## src/rtl/pfs_pkg.sv

```systemverilog
// Shared constants of the fault summary register bank.
package pfs_pkg;
    // Command codes seen on the command port.
    localparam logic [7:0] CMD_CLEAR_FAULTS = 8'h03;
    localparam logic [7:0] CMD_IIN_OC_WARN = 8'h5d;
    localparam logic [7:0] CMD_SUM_BYTE = 8'h78;
    localparam logic [7:0] CMD_SUM_WORD = 8'h79;
    localparam int CMD_W = 8;
    localparam int WORD_W = 16;
    // Warning limit field layout and reset value.
    localparam int LIM_EXP_LSB = 11;
    localparam int LIM_EXP_W = 5;
    localparam int LIM_MANT_LSB = 0;
    localparam int LIM_MANT_W = 11;
    localparam logic [15:0] LIM_RESET = 16'h0019;
    // Positions of the latched detail causes in the flag vector.
    localparam int SRC_VOUT_OV = 0;
    localparam int SRC_VOUT_UV = 1;
    localparam int SRC_VOUT_MAX = 2;
    localparam int SRC_IOUT_OC = 3;
    localparam int SRC_IOUT_WARN = 4;
    localparam int SRC_VIN_UV = 5;
    localparam int SRC_IIN_OCF = 6;
    localparam int SRC_OT_FAULT = 7;
    localparam int SRC_OT_WARN = 8;
    localparam int SRC_CML = 9;
    localparam int SRC_MFR = 10;
    localparam int SRC_IIN_WARN = 11;
    localparam int NUM_EVT = 11;
    localparam int NUM_FLAG = 12;
    // Summary byte and word bit positions.
    localparam int SB_BUSY = 7;
    localparam int SB_OFF = 6;
    localparam int SB_VOUT_OV = 5;
    localparam int SB_IOUT_OC = 4;
    localparam int SB_VIN_UV = 3;
    localparam int SB_TEMP = 2;
    localparam int SB_CML = 1;
    localparam int SB_OTHER = 0;
    localparam int SW_VOUT = 15;
    localparam int SW_IOUT = 14;
    localparam int SW_INPUT = 13;
    localparam int SW_MFR = 12;
    localparam int SW_NOT_READY = 11;
endpackage : pfs_pkg

```

## src/rtl/pfs_flag_if.sv

```systemverilog
// Carrier between the summary logic and its sticky flag bank.
`timescale 1ns/10ps
`default_nettype none
interface pfs_flag_if #(
    parameter int N = 12
);
    logic [N-1:0] set;
    logic clear;
    logic [N-1:0] flags;
    modport bank (input set, input clear, output flags);
    modport user (output set, output clear, input flags);
endinterface : pfs_flag_if
`default_nettype wire

```

## src/rtl/pfs_fault_summary.sv

```systemverilog
// Fault summary byte and word, alert and input current warning limit.
`timescale 1ns/10ps
`default_nettype none
module pfs_fault_summary (
    // Clock and reset
    input wire logic clk,
    input wire logic rstn,
    // Command port from the bus transport
    input wire logic cmd_valid,
    input wire logic cmd_write,
    input wire logic [pfs_pkg::CMD_W-1:0] cmd_code,
    input wire logic [pfs_pkg::WORD_W-1:0] cmd_wdata,
    output logic cmd_ack,
    output logic cmd_err,
    output logic [pfs_pkg::WORD_W-1:0] cmd_rdata,
    // Fault causes from the detection logic
    input wire logic [pfs_pkg::NUM_EVT-1:0] fault_evt,
    input wire logic output_off,
    input wire logic regulator_ready_pin,
    input wire logic [15:0] iin_reading,
    // Alert and current limit
    output logic fault_alert_line,
    output logic [pfs_pkg::LIM_EXP_W-1:0] input_warn_limit_exp,
    output logic [pfs_pkg::LIM_MANT_W-1:0] input_warn_limit_mant
);
    import pfs_pkg::*;

    // The bank sits between the bus transport and the fault detectors.
    // Detail causes arrive as single-cycle or level strobes and are
    // latched in a bank of sticky flags; the summary byte and word are
    // then plain functions of those flags and of two raw inputs. Only
    // the answer to a read is registered, so a summary changes on the
    // edge after its cause and never glitches on the bus side.

    // All state of the block in one record.
    typedef struct packed {
        logic rdy_meta;
        logic rdy_sync;
        logic [LIM_EXP_W-1:0] lim_exp;
        logic [LIM_MANT_W-1:0] lim_mant;
        logic [WORD_W-1:0] rdata;
        logic ack;
        logic err;
        logic alert;
    } pfs_state_type;

    // Decoded command kinds.
    // Code 3'b111 is never produced; the default branch of the
    // next-state case answers nothing if it ever appeared.
    typedef enum logic [2:0] {
        PFS_OP_NONE = 3'b000,
        PFS_OP_CLEAR = 3'b001,
        PFS_OP_LIM_WR = 3'b010,
        PFS_OP_LIM_RD = 3'b011,
        PFS_OP_BYTE_RD = 3'b100,
        PFS_OP_WORD_RD = 3'b101,
        PFS_OP_BAD = 3'b110
    } pfs_op_type;

    pfs_state_type state_reg;
    pfs_state_type state_next;
    pfs_op_type op;
    logic iin_over;
    logic [NUM_FLAG-1:0] flags;
    logic [NUM_FLAG-1:0] alert_mask;
    logic [7:0] sum_byte;
    logic [WORD_W-1:0] sum_word;
    logic [WORD_W-1:0] lim_word;
    logic cat_vout;
    logic cat_iout;
    logic cat_input;
    logic cat_other;
    logic cat_temp;

    // Set, clear and flag state travel together to the flag bank.
    pfs_flag_if #(.N(NUM_FLAG)) fl ();

    // Latched detail causes; one bit per distinct cause.
    // Each cause owns a flag of its own so that a category bit and the
    // other bit can share it without double latching. The bank gives a
    // live cause priority over a clear, so a persisting fault is never
    // lost between the clear and the next detection.
    pfs_flag_bank #(
        .N(NUM_FLAG)
    ) u_flags (
        .clk(clk),
        .rstn(rstn),
        .fl(fl)
    );

    // Input current warning detector on the live limit.
    // The comparison is registered, which adds one cycle between a
    // reading crossing the limit and its flag. A new limit takes effect
    // on the cycle after the write is answered.
    pfs_limit_cmp u_iin_cmp (
        .clk(clk),
        .rstn(rstn),
        .limit_exp(state_reg.lim_exp),
        .limit_mant(state_reg.lim_mant),
        .reading(iin_reading),
        .over_limit(iin_over)
    );

    // current warning cause
    // The warning joins the external causes as the top flag bit.
    // Its position matches the index the package gives it.
    assign fl.set = {iin_over, fault_evt};

    // clear-faults command
    // The clear acts in the request cycle; a live cause sets again.
    // Only a write of the clear code clears; a read of it is refused.
    assign fl.clear = (op == PFS_OP_CLEAR);

    assign flags = fl.flags;

    // Command decode. Writes to the status codes are refused
    // because both summaries are read only.
    // A refused request is still answered, with the error bit up and
    // zero data, so the transport never waits on a missing answer.
    // Refusals touch neither the flags nor the limit.
    always_comb begin
        op = PFS_OP_NONE;
        if (cmd_valid) begin
            case (cmd_code)
                CMD_CLEAR_FAULTS: begin
                    op = cmd_write ? PFS_OP_CLEAR : PFS_OP_BAD;
                end
                CMD_IIN_OC_WARN: begin
                    op = cmd_write ? PFS_OP_LIM_WR : PFS_OP_LIM_RD;
                end
                // Byte and word reads each take the live flags in their own request cycle.
                CMD_SUM_BYTE: begin
                    op = cmd_write ? PFS_OP_BAD : PFS_OP_BYTE_RD;
                end
                CMD_SUM_WORD: begin
                    op = cmd_write ? PFS_OP_BAD : PFS_OP_WORD_RD;
                end
                default: begin
                    op = PFS_OP_BAD;
                end
            endcase
        end
    end

    // category from details
    // Categories are plain ORs, so a category stays up exactly as
    // long as one of its detail flags does.
    always_comb begin
        cat_vout = flags[SRC_VOUT_OV] |
            flags[SRC_VOUT_UV] |
            flags[SRC_VOUT_MAX];
        cat_iout = flags[SRC_IOUT_OC] |
            flags[SRC_IOUT_WARN];
        // The input current warning counts as an input cause, like the
        // input overcurrent fault and the supply lockout.
        cat_input = flags[SRC_VIN_UV] |
            flags[SRC_IIN_OCF] |
            flags[SRC_IIN_WARN];
        cat_temp = flags[SRC_OT_FAULT] |
            flags[SRC_OT_WARN];
        // other summary bit
        // Causes with no bit of their own in 6:1 or 12 land here.
        cat_other = flags[SRC_VOUT_UV] |
            flags[SRC_VOUT_MAX] |
            flags[SRC_IOUT_WARN] |
            flags[SRC_IIN_OCF] |
            flags[SRC_IIN_WARN];
        // A maker fault has a word bit of its own and so stays out of
        // the other bit.
    end

    // Summary byte, which is also the low byte of the word.
    // Building it once and reusing it in the word keeps the two
    // commands from ever disagreeing about a flag.
    always_comb begin
        sum_byte = 8'h00;
        sum_byte[SB_BUSY] = 1'b0;
        // raw output off
        // Taken live, never latched, so it drops as power returns.
        sum_byte[SB_OFF] = output_off;
        sum_byte[SB_VOUT_OV] = flags[SRC_VOUT_OV];
        sum_byte[SB_IOUT_OC] = flags[SRC_IOUT_OC];
        sum_byte[SB_VIN_UV] = flags[SRC_VIN_UV];
        sum_byte[SB_TEMP] = cat_temp;
        sum_byte[SB_CML] = flags[SRC_CML];
        sum_byte[SB_OTHER] = cat_other;
    end

    // Summary word built around the same byte.
    // The not-ready bit is the only input here that crosses a clock
    // boundary; it lags the pin by two edges.
    always_comb begin
        sum_word = 16'h0000;
        sum_word[7:0] = sum_byte;
        sum_word[SW_VOUT] = cat_vout;
        sum_word[SW_IOUT] = cat_iout;
        sum_word[SW_INPUT] = cat_input;
        sum_word[SW_MFR] = flags[SRC_MFR];
        // inverted ready pin
        // Read from the second synchroniser stage only.
        sum_word[SW_NOT_READY] = ~state_reg.rdy_sync;
        sum_word[10:8] = 3'h0;
    end

    // limit word layout
    // Fields sit in the word exactly as software writes them.
    // Reading the limit back returns the same bits that were written,
    // including a negative exponent or mantissa.
    always_comb begin
        lim_word = 16'h0000;
        lim_word[LIM_EXP_LSB +: LIM_EXP_W] = state_reg.lim_exp;
        lim_word[LIM_MANT_LSB +: LIM_MANT_W] = state_reg.lim_mant;
    end

    // alert without input UV
    // Input undervoltage is the one latched cause left off the
    // alert, since the supply sagging at power-down is expected.
    // The flag itself is still latched and reported in both summaries;
    // only the alert ignores it.
    always_comb begin
        alert_mask = '1;
        alert_mask[SRC_VIN_UV] = 1'b0;
    end

    // Next-state logic for the whole block.
    // Read data is loaded only when a request is answered and holds in
    // between, so a slow transport may pick it up after the ack pulse.
    // Writes and refusals load zero rather than leaving stale data.
    always_comb begin
        state_next = state_reg;
        // Ready pin comes from outside; two stages before use.
        state_next.rdy_meta = regulator_ready_pin;
        state_next.rdy_sync = state_reg.rdy_meta;
        // The alert follows the latched flags one cycle later.
        state_next.alert = |(flags & alert_mask);
        state_next.ack = 1'b0;
        state_next.err = 1'b0;
        case (op)
            PFS_OP_NONE: begin
                state_next.ack = 1'b0;
            end
            PFS_OP_CLEAR: begin
                state_next.ack = 1'b1;
                state_next.rdata = 16'h0000;
            end
            PFS_OP_LIM_WR: begin
                state_next.ack = 1'b1;
                state_next.rdata = 16'h0000;
                state_next.lim_exp =
                    cmd_wdata[LIM_EXP_LSB +: LIM_EXP_W];
                state_next.lim_mant =
                    cmd_wdata[LIM_MANT_LSB +: LIM_MANT_W];
            end
            PFS_OP_LIM_RD: begin
                state_next.ack = 1'b1;
                state_next.rdata = lim_word;
            end
            PFS_OP_BYTE_RD: begin
                state_next.ack = 1'b1;
                state_next.rdata = {8'h00, sum_byte};
            end
            PFS_OP_WORD_RD: begin
                state_next.ack = 1'b1;
                state_next.rdata = sum_word;
            end
            PFS_OP_BAD: begin
                // Refused requests answer with zero data.
                state_next.ack = 1'b1;
                state_next.err = 1'b1;
                state_next.rdata = 16'h0000;
            end
            default: begin
                state_next.ack = 1'b0;
            end
        endcase
    end

    // limit reset value
    // The ready stages reset high so that the not-ready bit reads
    // zero until a real pin level has passed through.
    // Every field is reset by name so that the ready stages can come up
    // high while everything else comes up at zero or its reset value.
    always_ff @(posedge clk or negedge rstn) begin
        if (!rstn) begin
            state_reg.rdy_meta <= 1'b1;
            state_reg.rdy_sync <= 1'b1;
            state_reg.lim_exp <= LIM_RESET[LIM_EXP_LSB +: LIM_EXP_W];
            state_reg.lim_mant <=
                LIM_RESET[LIM_MANT_LSB +: LIM_MANT_W];
            state_reg.rdata <= 16'h0000;
            state_reg.ack <= 1'b0;
            state_reg.err <= 1'b0;
            state_reg.alert <= 1'b0;
        end else begin
            state_reg <= state_next;
        end
    end

    // Outputs straight from the state record.
    // Nothing here is combinational, so every output changes only on a
    // rising clock edge or at reset.
    assign cmd_ack = state_reg.ack;
    assign cmd_err = state_reg.err;
    assign cmd_rdata = state_reg.rdata;
    assign fault_alert_line = state_reg.alert;
    assign input_warn_limit_exp = state_reg.lim_exp;
    assign input_warn_limit_mant = state_reg.lim_mant;
endmodule : pfs_fault_summary
`default_nettype wire

```

## src/rtl/pfs_flag_bank.sv

```systemverilog
// Sticky fault flags with a common clear in which a set always wins.
`timescale 1ns/10ps
`default_nettype none
module pfs_flag_bank #(
    parameter int N = 12
) (
    // Clock and reset
    input wire logic clk,
    input wire logic rstn,
    // Set, clear and flag state
    pfs_flag_if.bank fl
);
    import pfs_pkg::*;

    typedef struct packed {
        logic [N-1:0] flags;
    } pfs_bank_state_type;

    pfs_bank_state_type state_reg;
    pfs_bank_state_type state_next;
    logic [N-1:0] flag_next;

    // hold until clear
    // A cause present in the clearing cycle keeps its flag set.
    for (genvar i = 0; i < N; i++) begin : g_flag
        assign flag_next[i] = fl.set[i] |
            (state_reg.flags[i] & ~fl.clear);
    end

    // Next state is only the per-bit result.
    always_comb begin
        state_next = state_reg;
        state_next.flags = flag_next;
    end

    // Flags come up cleared.
    always_ff @(posedge clk or negedge rstn) begin
        if (!rstn) begin
            state_reg <= '0;
        end else begin
            state_reg <= state_next;
        end
    end

    assign fl.flags = state_reg.flags;
endmodule : pfs_flag_bank
`default_nettype wire

```

## src/rtl/pfs_limit_cmp.sv

```systemverilog
// Compares an input current reading against a linear-format limit.
`timescale 1ns/10ps
`default_nettype none
module pfs_limit_cmp (
    // Clock and reset
    input wire logic clk,
    input wire logic rstn,
    // Limit fields and reading in whole amperes
    input wire logic [4:0] limit_exp,
    input wire logic [10:0] limit_mant,
    input wire logic [15:0] reading,
    // Registered result
    output logic over_limit
);
    import pfs_pkg::*;

    typedef struct packed {
        logic over;
    } pfs_cmp_state_type;

    pfs_cmp_state_type state_reg;
    pfs_cmp_state_type state_next;
    logic [47:0] lhs;
    logic [47:0] rhs;
    logic [4:0] neg_exp;

    // Scale the side that avoids losing fraction bits of the limit.
    always_comb begin
        neg_exp = 5'(~limit_exp + 5'h01);
        if (limit_exp[4]) begin
            lhs = {32'h0000_0000, reading} << neg_exp;
            rhs = {37'h0, limit_mant};
        end else begin
            lhs = {32'h0000_0000, reading};
            rhs = {37'h0, limit_mant} << limit_exp;
        end
        state_next = state_reg;
        // A negative limit is below any reading, so it always trips.
        state_next.over = limit_mant[10] | (lhs > rhs);
    end

    always_ff @(posedge clk or negedge rstn) begin
        if (!rstn) begin
            state_reg <= '0;
        end else begin
            state_reg <= state_next;
        end
    end

    assign over_limit = state_reg.over;
endmodule : pfs_limit_cmp
`default_nettype wire

```

## config.mk

```make
export PLATFORM = sky130hd
export DESIGN_NAME = pfs_fault_summary
export DESIGN_NICKNAME = d
export VERILOG_FILES = /design/src/rtl/pfs_pkg.sv /design/src/rtl/pfs_flag_if.sv /design/src/rtl/pfs_fault_summary.sv /design/src/rtl/pfs_flag_bank.sv /design/src/rtl/pfs_limit_cmp.sv
export SDC_FILE = /design/constraint.sdc
export NUM_CORES = 1
export LEC_CHECK = 0
export ABC_AREA = 1
export BUFFER_PORTS_ARGS = -buffer_cell sky130_fd_sc_hd__clkbuf_2
export CORE_UTILIZATION = 37
export CTS_CLUSTER_DIAMETER = 100
export DETAILED_ROUTE_END_ITERATION = 16
export GPL_TIMING_DRIVEN = 0
export HOLD_SLACK_MARGIN = 0.03
export SYNTH_ARGS = -nofsm -noshare
export SYNTH_HDL_FRONTEND = slang
export SYNTH_SLANG_ARGS = --single-unit
```

## constraint.sdc

```tcl
create_clock -name clk -period 3 [get_ports clk]
set_input_delay 0.15 -clock clk [delete_from_list [all_inputs] [get_ports clk]]
set_output_delay 0.15 -clock clk [all_outputs]
set_load 0.01 [all_outputs]
```

==> flow_summary.toml, run 1 <==
[run_status]
status = "finished with violations"
violations = "setup timing"

[cells_and_area]
layout.cells.non_filler = 1110
layout_common_cells = "nand2_1 (218), nand3_1 (110), clkbuf_2 (90)"
drive_above_1_share = 0.3073
regArea_sq_um = 1257
nNetsFinal = 1010
fill_cells = 1421
multi_input_area_sq_um = 3430
stdcell_area_sq_um = 6591
utilization = 0.4880
n_antenna_cell = 0
largest_reg_flops = 16
final_common_cell = "nand2_1"
syn_to_final_growth_pct = 26.51

[sta]
skew_ps = 3.384
slew_headroom = 0.6315
worstMarginPinSlew_ps = 552.7
finalHoldViolations = 0
fin_crit_sh = 1.058
max_freq_mhz = 315.0
final-setup-viol-count = 1
setup_ws_ps = -174.7
min_period_ps = 3175
rsz0062_at_grt = "yes"
slew_viol_final = 0

[floorplan]
core_area_sq_um = 13510
io_pins = 92
start_util = 0.3858
die_w_microns = 120.7
rows = 42
dieArea_sq_um = 14560
die_h_microns = 120.7

[setup_path]
r2r-end = "u_iin_cmp.over_limit$_DFF_PN0_"
ff2ff_path_depth = 18
regToRegSetupSlack_ps = -170
arrival_ps = 3340
worstSetupEndpoint = "u_iin_cmp.over_limit$_DFF_PN0_"
critPathCaptureType = "flip-flop"
rr_startpoint = "input_warn_limit_exp[0]$_DFFE_PN0P_"
critPathLaunchType = "flip-flop"
crit_path_max_fanout = 10
path_class = "flip-flop to flip-flop"
crit_start = "input_warn_limit_exp[0]$_DFFE_PN0P_"
crit_required_ps = 3170

[synthesis]
synth_ff_type = "dfrtp_1"
ys_seq_area_frac = 0.2414
yosys_register_bits = 50
synth-async-reset-ratio = 1.000
ys_types = 45
avgSynthCellArea_sq_um = 6.377
synth_enable_flop_cells = 0
synth_area_sq_um = 5210
synthCells = 817
yosys_warnings = 0

[place]
dp_cells = 1085
io_buffers = 91
gp_congestion = 0.9560
post-dp-hpwl_mm = 14.50
place_area_sq_um = 5943

[worst_hold_path]
holdPathStages = 2
hold_class = "input port to flip-flop"

[power]
leakage_uw = 0.003446
peakVddDrop_v = 0.0003203
p_total_uw = 3860
powerDensity_nw_per_um2 = 585.6

[grt]
antenna_found_initial = 0
grt_overflow = 0
grt_usage = 0.2568
grt_pass1_vias = 5676
grt_max_degree = 51
grt_pass1_wl_mm = 29.24

[cts]
htreeDepth = 2
clk_latency_ps = 290
path_clk_slew_ps = 70
ctsRootBufferMaster = "clkbuf_16"
cts.sinks = 50
cts_tree = "built"
numCtsBuffers = 5
clockBufferDepth = 2

[job]
cap_viol_max_count = 0

[routing]
ant_nets = 0
vias_per_cell = 5.343
wire_per_inst_microns = 16.45
vias = 5931
drt_iter0_markers = 561
dr.pass1.iters = 5
wl_mm = 18.27
drc = 0
[synth_stat cells, types with 2 or more instances]
cell type | n | area [sq um]
nand3_1 | 127 | 635.6
a32o_1 | 3 | 30.03
nand2_1 | 229 | 859.6
nor2_2 | 4 | 25.02
clkbuf_1 | 11 | 41.29
nand4_1 | 14 | 87.58
o221ai_1 | 4 | 35.03
a22oi_1 | 8 | 60.06
inv_1 | 59 | 221.5
dfstp_2 | 5 | 131.4
dfrtp_1 | 45 | 1126
clkinv_2 | 2 | 10.01
a31oi_1 | 4 | 25.02
buf_1 | 2 | 7.510
nand2_2 | 5 | 31.28
inv_2 | 11 | 41.29
o21bai_1 | 12 | 90.09
o211ai_1 | 2 | 15.01
a21oi_1 | 30 | 150.1
buf_4 | 38 | 285.3
buf_2 | 16 | 80.08
nor3_1 | 5 | 25.02
ha_1 | 20 | 250.2
nor2_1 | 69 | 259.0
o21ai_0 | 42 | 210.2
buf_6 | 4 | 45.04
o22ai_1 | 4 | 25.02
nor2_4 | 11 | 123.9
a21oi_2 | 15 | 131.4
[worst min-delay path by stage]
stage	startpoint	end	slack [ps]
after floorplan	rstn	cmd_ack$_DFF_PN0_	-150
after detailed placement	regulator_ready_pin	state_next[35]$_DFF_PN1_	240
after CTS	fault_evt[1]	u_flags.fl.flags[1]$_DFF_PN0_	40
after global placement	regulator_ready_pin	state_next[35]$_DFF_PN1_	240
after global routing	fault_evt[1]	u_flags.fl.flags[1]$_DFF_PN0_	40
final	fault_evt[3]	u_flags.fl.flags[3]$_DFF_PN0_	50
[timing repair]
item,in CTS,in global routing
pin swaps,22,5
setup endpoints to repair,1,1
hold buffers,1,1
endpoints found under the hold margin,1,11
gates resized for setup,63,23
gates cloned,1,0
setup buffers,15,0
[worst max-delay path, stage by stage, from the launching register on]
cell and delay, ps:
dfrtp_1 390, buf_6 140, inv_4 70, buf_8 110, ha_4 250, inv_8 100, buf_8 140, nand3_1 100
nand3_1 150, nand3_2 110, a32o_2 300, ha_4 280, nand4_1 110, inv_1 70, nand4_1 100, nor3_1 280
nand4_1 160, nand2_2 120, nand2_2 70
[per-stage QoR]
step / TNS [ps] / worst slack, ps / hold WS [ps]
floorplan: 0 / 13.59 / -145.6
detailed placement: -570.5 / -570.5 / 240.7
finish: -174.7 / -174.7 / 49.06
CTS: -139.8 / -139.8 / 44.09
global route: -334.6 / -334.6 / 44.34
global placement: -616.6 / -616.6 / 238.9
[power breakdown]
| part | internal, uW | leakage, uW | switching, uW | total, uW |
|---|---|---|---|---|
| logic | 897 | 0.00282 | 1410 | 2300 |
| registers | 735 | 0.000526 | 67.4 | 803 |
| clock network | 501 | 0.0000971 | 251 | 752 |
| total | 2130 | 0.00345 | 1730 | 3860 |
[layer usage]
layer  GRT usage  wire length (microns)  vias to the layer above
li1            -                      -                     2922
met1      0.3648                   8524                     2706
met2      0.3973                   7906                      261
met3     0.03255                   1308                       42
met4     0.09105                    525                        0
met5           0                      0                        -
[kinds of logic (layout without fill, tap and decap cells)]
| kind of cell | Yosys count | in the layout | synth area share |
|---|---|---|---|
| AND/OR/NAND/NOR | 471 | 471 | 0.4061 |
| other | 1 | 2 | 0.0007198 |
| flip-flops | 50 | 50 | 0.2414 |
| AO/OA/AOI/OAI | 130 | 130 | 0.1583 |
| adder cells (fa/ha/maj) | 20 | 20 | 0.04803 |
| buffers and inverters | 145 | 261 | 0.1455 |
[layout make-up]
| type | instances | share of cell area |
|---|---|---|
| clock inverter | 2 | 0.009112 |
| tap | 176 | 0.03341 |
| clock buffer | 6 | 0.02107 |
| inverter | 73 | 0.04385 |
| timing repair buffer | 110 | 0.09643 |
| sequential | 50 | 0.1908 |
| buffer | 70 | 0.08504 |
| multi-input combinational | 623 | 0.5203 |
(Power assumes the default switching activity.)
==> run 2: changes to the inputs <==
- CELL_PAD_IN_SITES_DETAIL_PLACEMENT: unset -> 1
- CELL_PAD_IN_SITES_GLOBAL_PLACEMENT: unset -> 1
- CORE_UTILIZATION: 37 -> 36
- PLACE_DENSITY_LB_ADDON: unset -> 0.1
==> run 2 against run 1 <==
Net effect:
- the run still ends with setup timing left
- largest power group unchanged
- sequential share of layout area shrank 0.88 points
- maximum frequency shrank 2.6%
- largest cell class unchanged
- critical path depth grew 6
- core utilization grew 0.60 points
- first-iteration DRC count shrank 25%
- die area grew 2.7%
==> flow_summary.toml, run 2 (synthesis gave the netlist of run 1 again) <==
[floorplan]
start_util = 0.3725
dieArea_sq_um = 14960
core_area_sq_um = 13990
die_h_microns = 122.3
io_pins = 92
rows = 43
die_w_microns = 122.3

[sta]
worstMarginPinSlew_ps = 623.3
slew_headroom = 0.5845
fin_crit_sh = 1.087
skew_ps = 5.507
rsz0062_at_grt = "yes"
tns_ps = -260.2
setup_ws_ps = -260.2
max_freq_mhz = 306.7
slew_viol_final = 0
final-setup-viol-count = 1
min_period_ps = 3260
finalHoldViolations = 0

[cells_and_area]
nNetsFinal = 1014
fill_cells = 1839
largest_reg_flops = 16
final_common_cell = "nand2_1"
drive_above_1_share = 0.3465
syn_to_final_growth_pct = 32.66
layout_common_cells = "nand2_1 (215), clkbuf_2 (91), nand3_1 (87)"
utilization = 0.4941
stdcell_area_sq_um = 6912
n_antenna_cell = 0

[setup_path]
arrival_ps = 3430
critPathCaptureType = "flip-flop"
path_class = "flip-flop to flip-flop"
crit_required_ps = 3170
crit_path_max_fanout = 8
critPathLaunchType = "flip-flop"

[routing]
vias_per_cell = 5.611
ant_nets = 0
vias = 6273
wl_mm = 23.11
drt_iter0_markers = 423
wire_per_inst_microns = 20.67
drc = 0
dr.pass1.iters = 5

[worst_hold_path]
hold_class = "input port to flip-flop"

[power]
p_int_uw = 2096
peakVddDrop_v = 0.0003077
leakage_uw = 0.003550
clkPwrFrac = 0.140
power.switching_uw = 2053
powerDensity_nw_per_um2 = 600.3
switching_share = 0.4948
seq_power_share = 0.193
pwr-share-comb = 0.667

[place]
io_buffers = 91
preCtsSetupSlack_ps = -989.7
post-dp-hpwl_mm = 18.03
gp_congestion = 0.9477
place_area_sq_um = 5948

[job]
cap_viol_max_count = 0

[grt]
grt_overflow = 0
grt_usage = 0.3079
grt_pass1_wl_mm = 34.69
grt_max_degree = 51
grt_pass1_vias = 6199
antenna_found_initial = 0

[cts]
numCtsBuffers = 5
clockBufferDepth = 2
ctsRootBufferMaster = "clkbuf_16"
path_clk_slew_ps = 70
htreeDepth = 2
clk_latency_ps = 300
cts_tree = "built"
cts.sinks = 50

[run_status]
violations = "setup timing"
status = "finished with violations"
==> run 2: worst paths after layout <==
check / from / endpoint / slack [ps] / cells after the start
max: input_warn_limit_exp[0]$_DFFE_PN0P_ / u_iin_cmp.over_limit$_DFF_PN0_ / -260 / 24
min: fault_evt[1] / u_flags.fl.flags[1]$_DFF_PN0_ / 50 / 2
max reg2reg: input_warn_limit_exp[0]$_DFFE_PN0P_ / u_iin_cmp.over_limit$_DFF_PN0_ / -260 / 24
min reg2reg: state_next[35]$_DFF_PN1_ / state_reg[35]$_DFF_PN1_ / 360 / 0
max in group asynchronous: rstn / state_next[35]$_DFF_PN1_ / 2130 / 3
min in group asynchronous: rstn / input_warn_limit_mant[6]$_DFFE_PN0P_ / 290 / 2
==> run 2: metrics by stage <==
stage / power, uW / hold slack [ps] / instances
floorplan: 2204 / -145.6 / 818
global placement: 2852 / 242.5 / 1089
detailed placement: 2917 / 244.8 / 1089
CTS: 3767 / 44.46 / 1109
global route: 4411 / 53.01 / 1118
finish: 4149 / 47.88 / 1118
==> run 2: layout make-up <==
class                   instances  area [sq um]  area share
clock inverters                 2         13.76    0.001991
well taps                     180         225.2     0.03259
multi-input cells             623          3726      0.5391
flip-flops and latches         50          1257      0.1819
inverters                      73         296.5     0.04290
plain buffers                  71         586.8     0.08490
clock buffers                   6         128.9     0.01865
repair buffers                113         676.9     0.09794
==> run 2: worst max-delay path, cell delays in order (launching register included) <==
cell and delay, ps:
dfrtp_1 390, buf_6 140, inv_4 80, buf_8 110
ha_4 130, inv_1 50, nand2_2 70, nand2_4 120
inv_4 90, buf_8 140, nand3_2 120, nand3_2 120
nand2_4 70, o21ai_4 170, ha_1 250, nand2_1 80
inv_1 60, o21ai_2 60, a21oi_2 80, a2111oi_4 320
nand2_1 110, nand4_1 90, nand3_1 90, nand2_2 100
nand2_2 80
==> run 2: repair_timing <==
item                       CTS  global route
setup buffers               12             5
hold buffers                 1             1
setup endpoints to repair    1             1
pin swaps                   19            34
hold endpoints to repair     1            10
cloned                       0             2
resized for setup           74            83
==> run 2: power by group through the flow <==
stage	Sequential, uW	Combinational, uW	Clock [uW]
after floorplan	783	1420	0
after global placement	808	2040	0
after detailed placement	811	2110	0
after CTS	800	2380	584
after global routing	808	2980	619
final	801	2770	581
==> run 2: routing by layer <==
layer / global-route usage / up-vias / routed length, microns
met1: 0.4503 / 3095 / 10790
li1: - / 2926 / -
met2: 0.4807 / 223 / 10450
met3: 0.04182 / 29 / 1534
met5: 0 / - / 0
met4: 0.05945 / 0 / 342
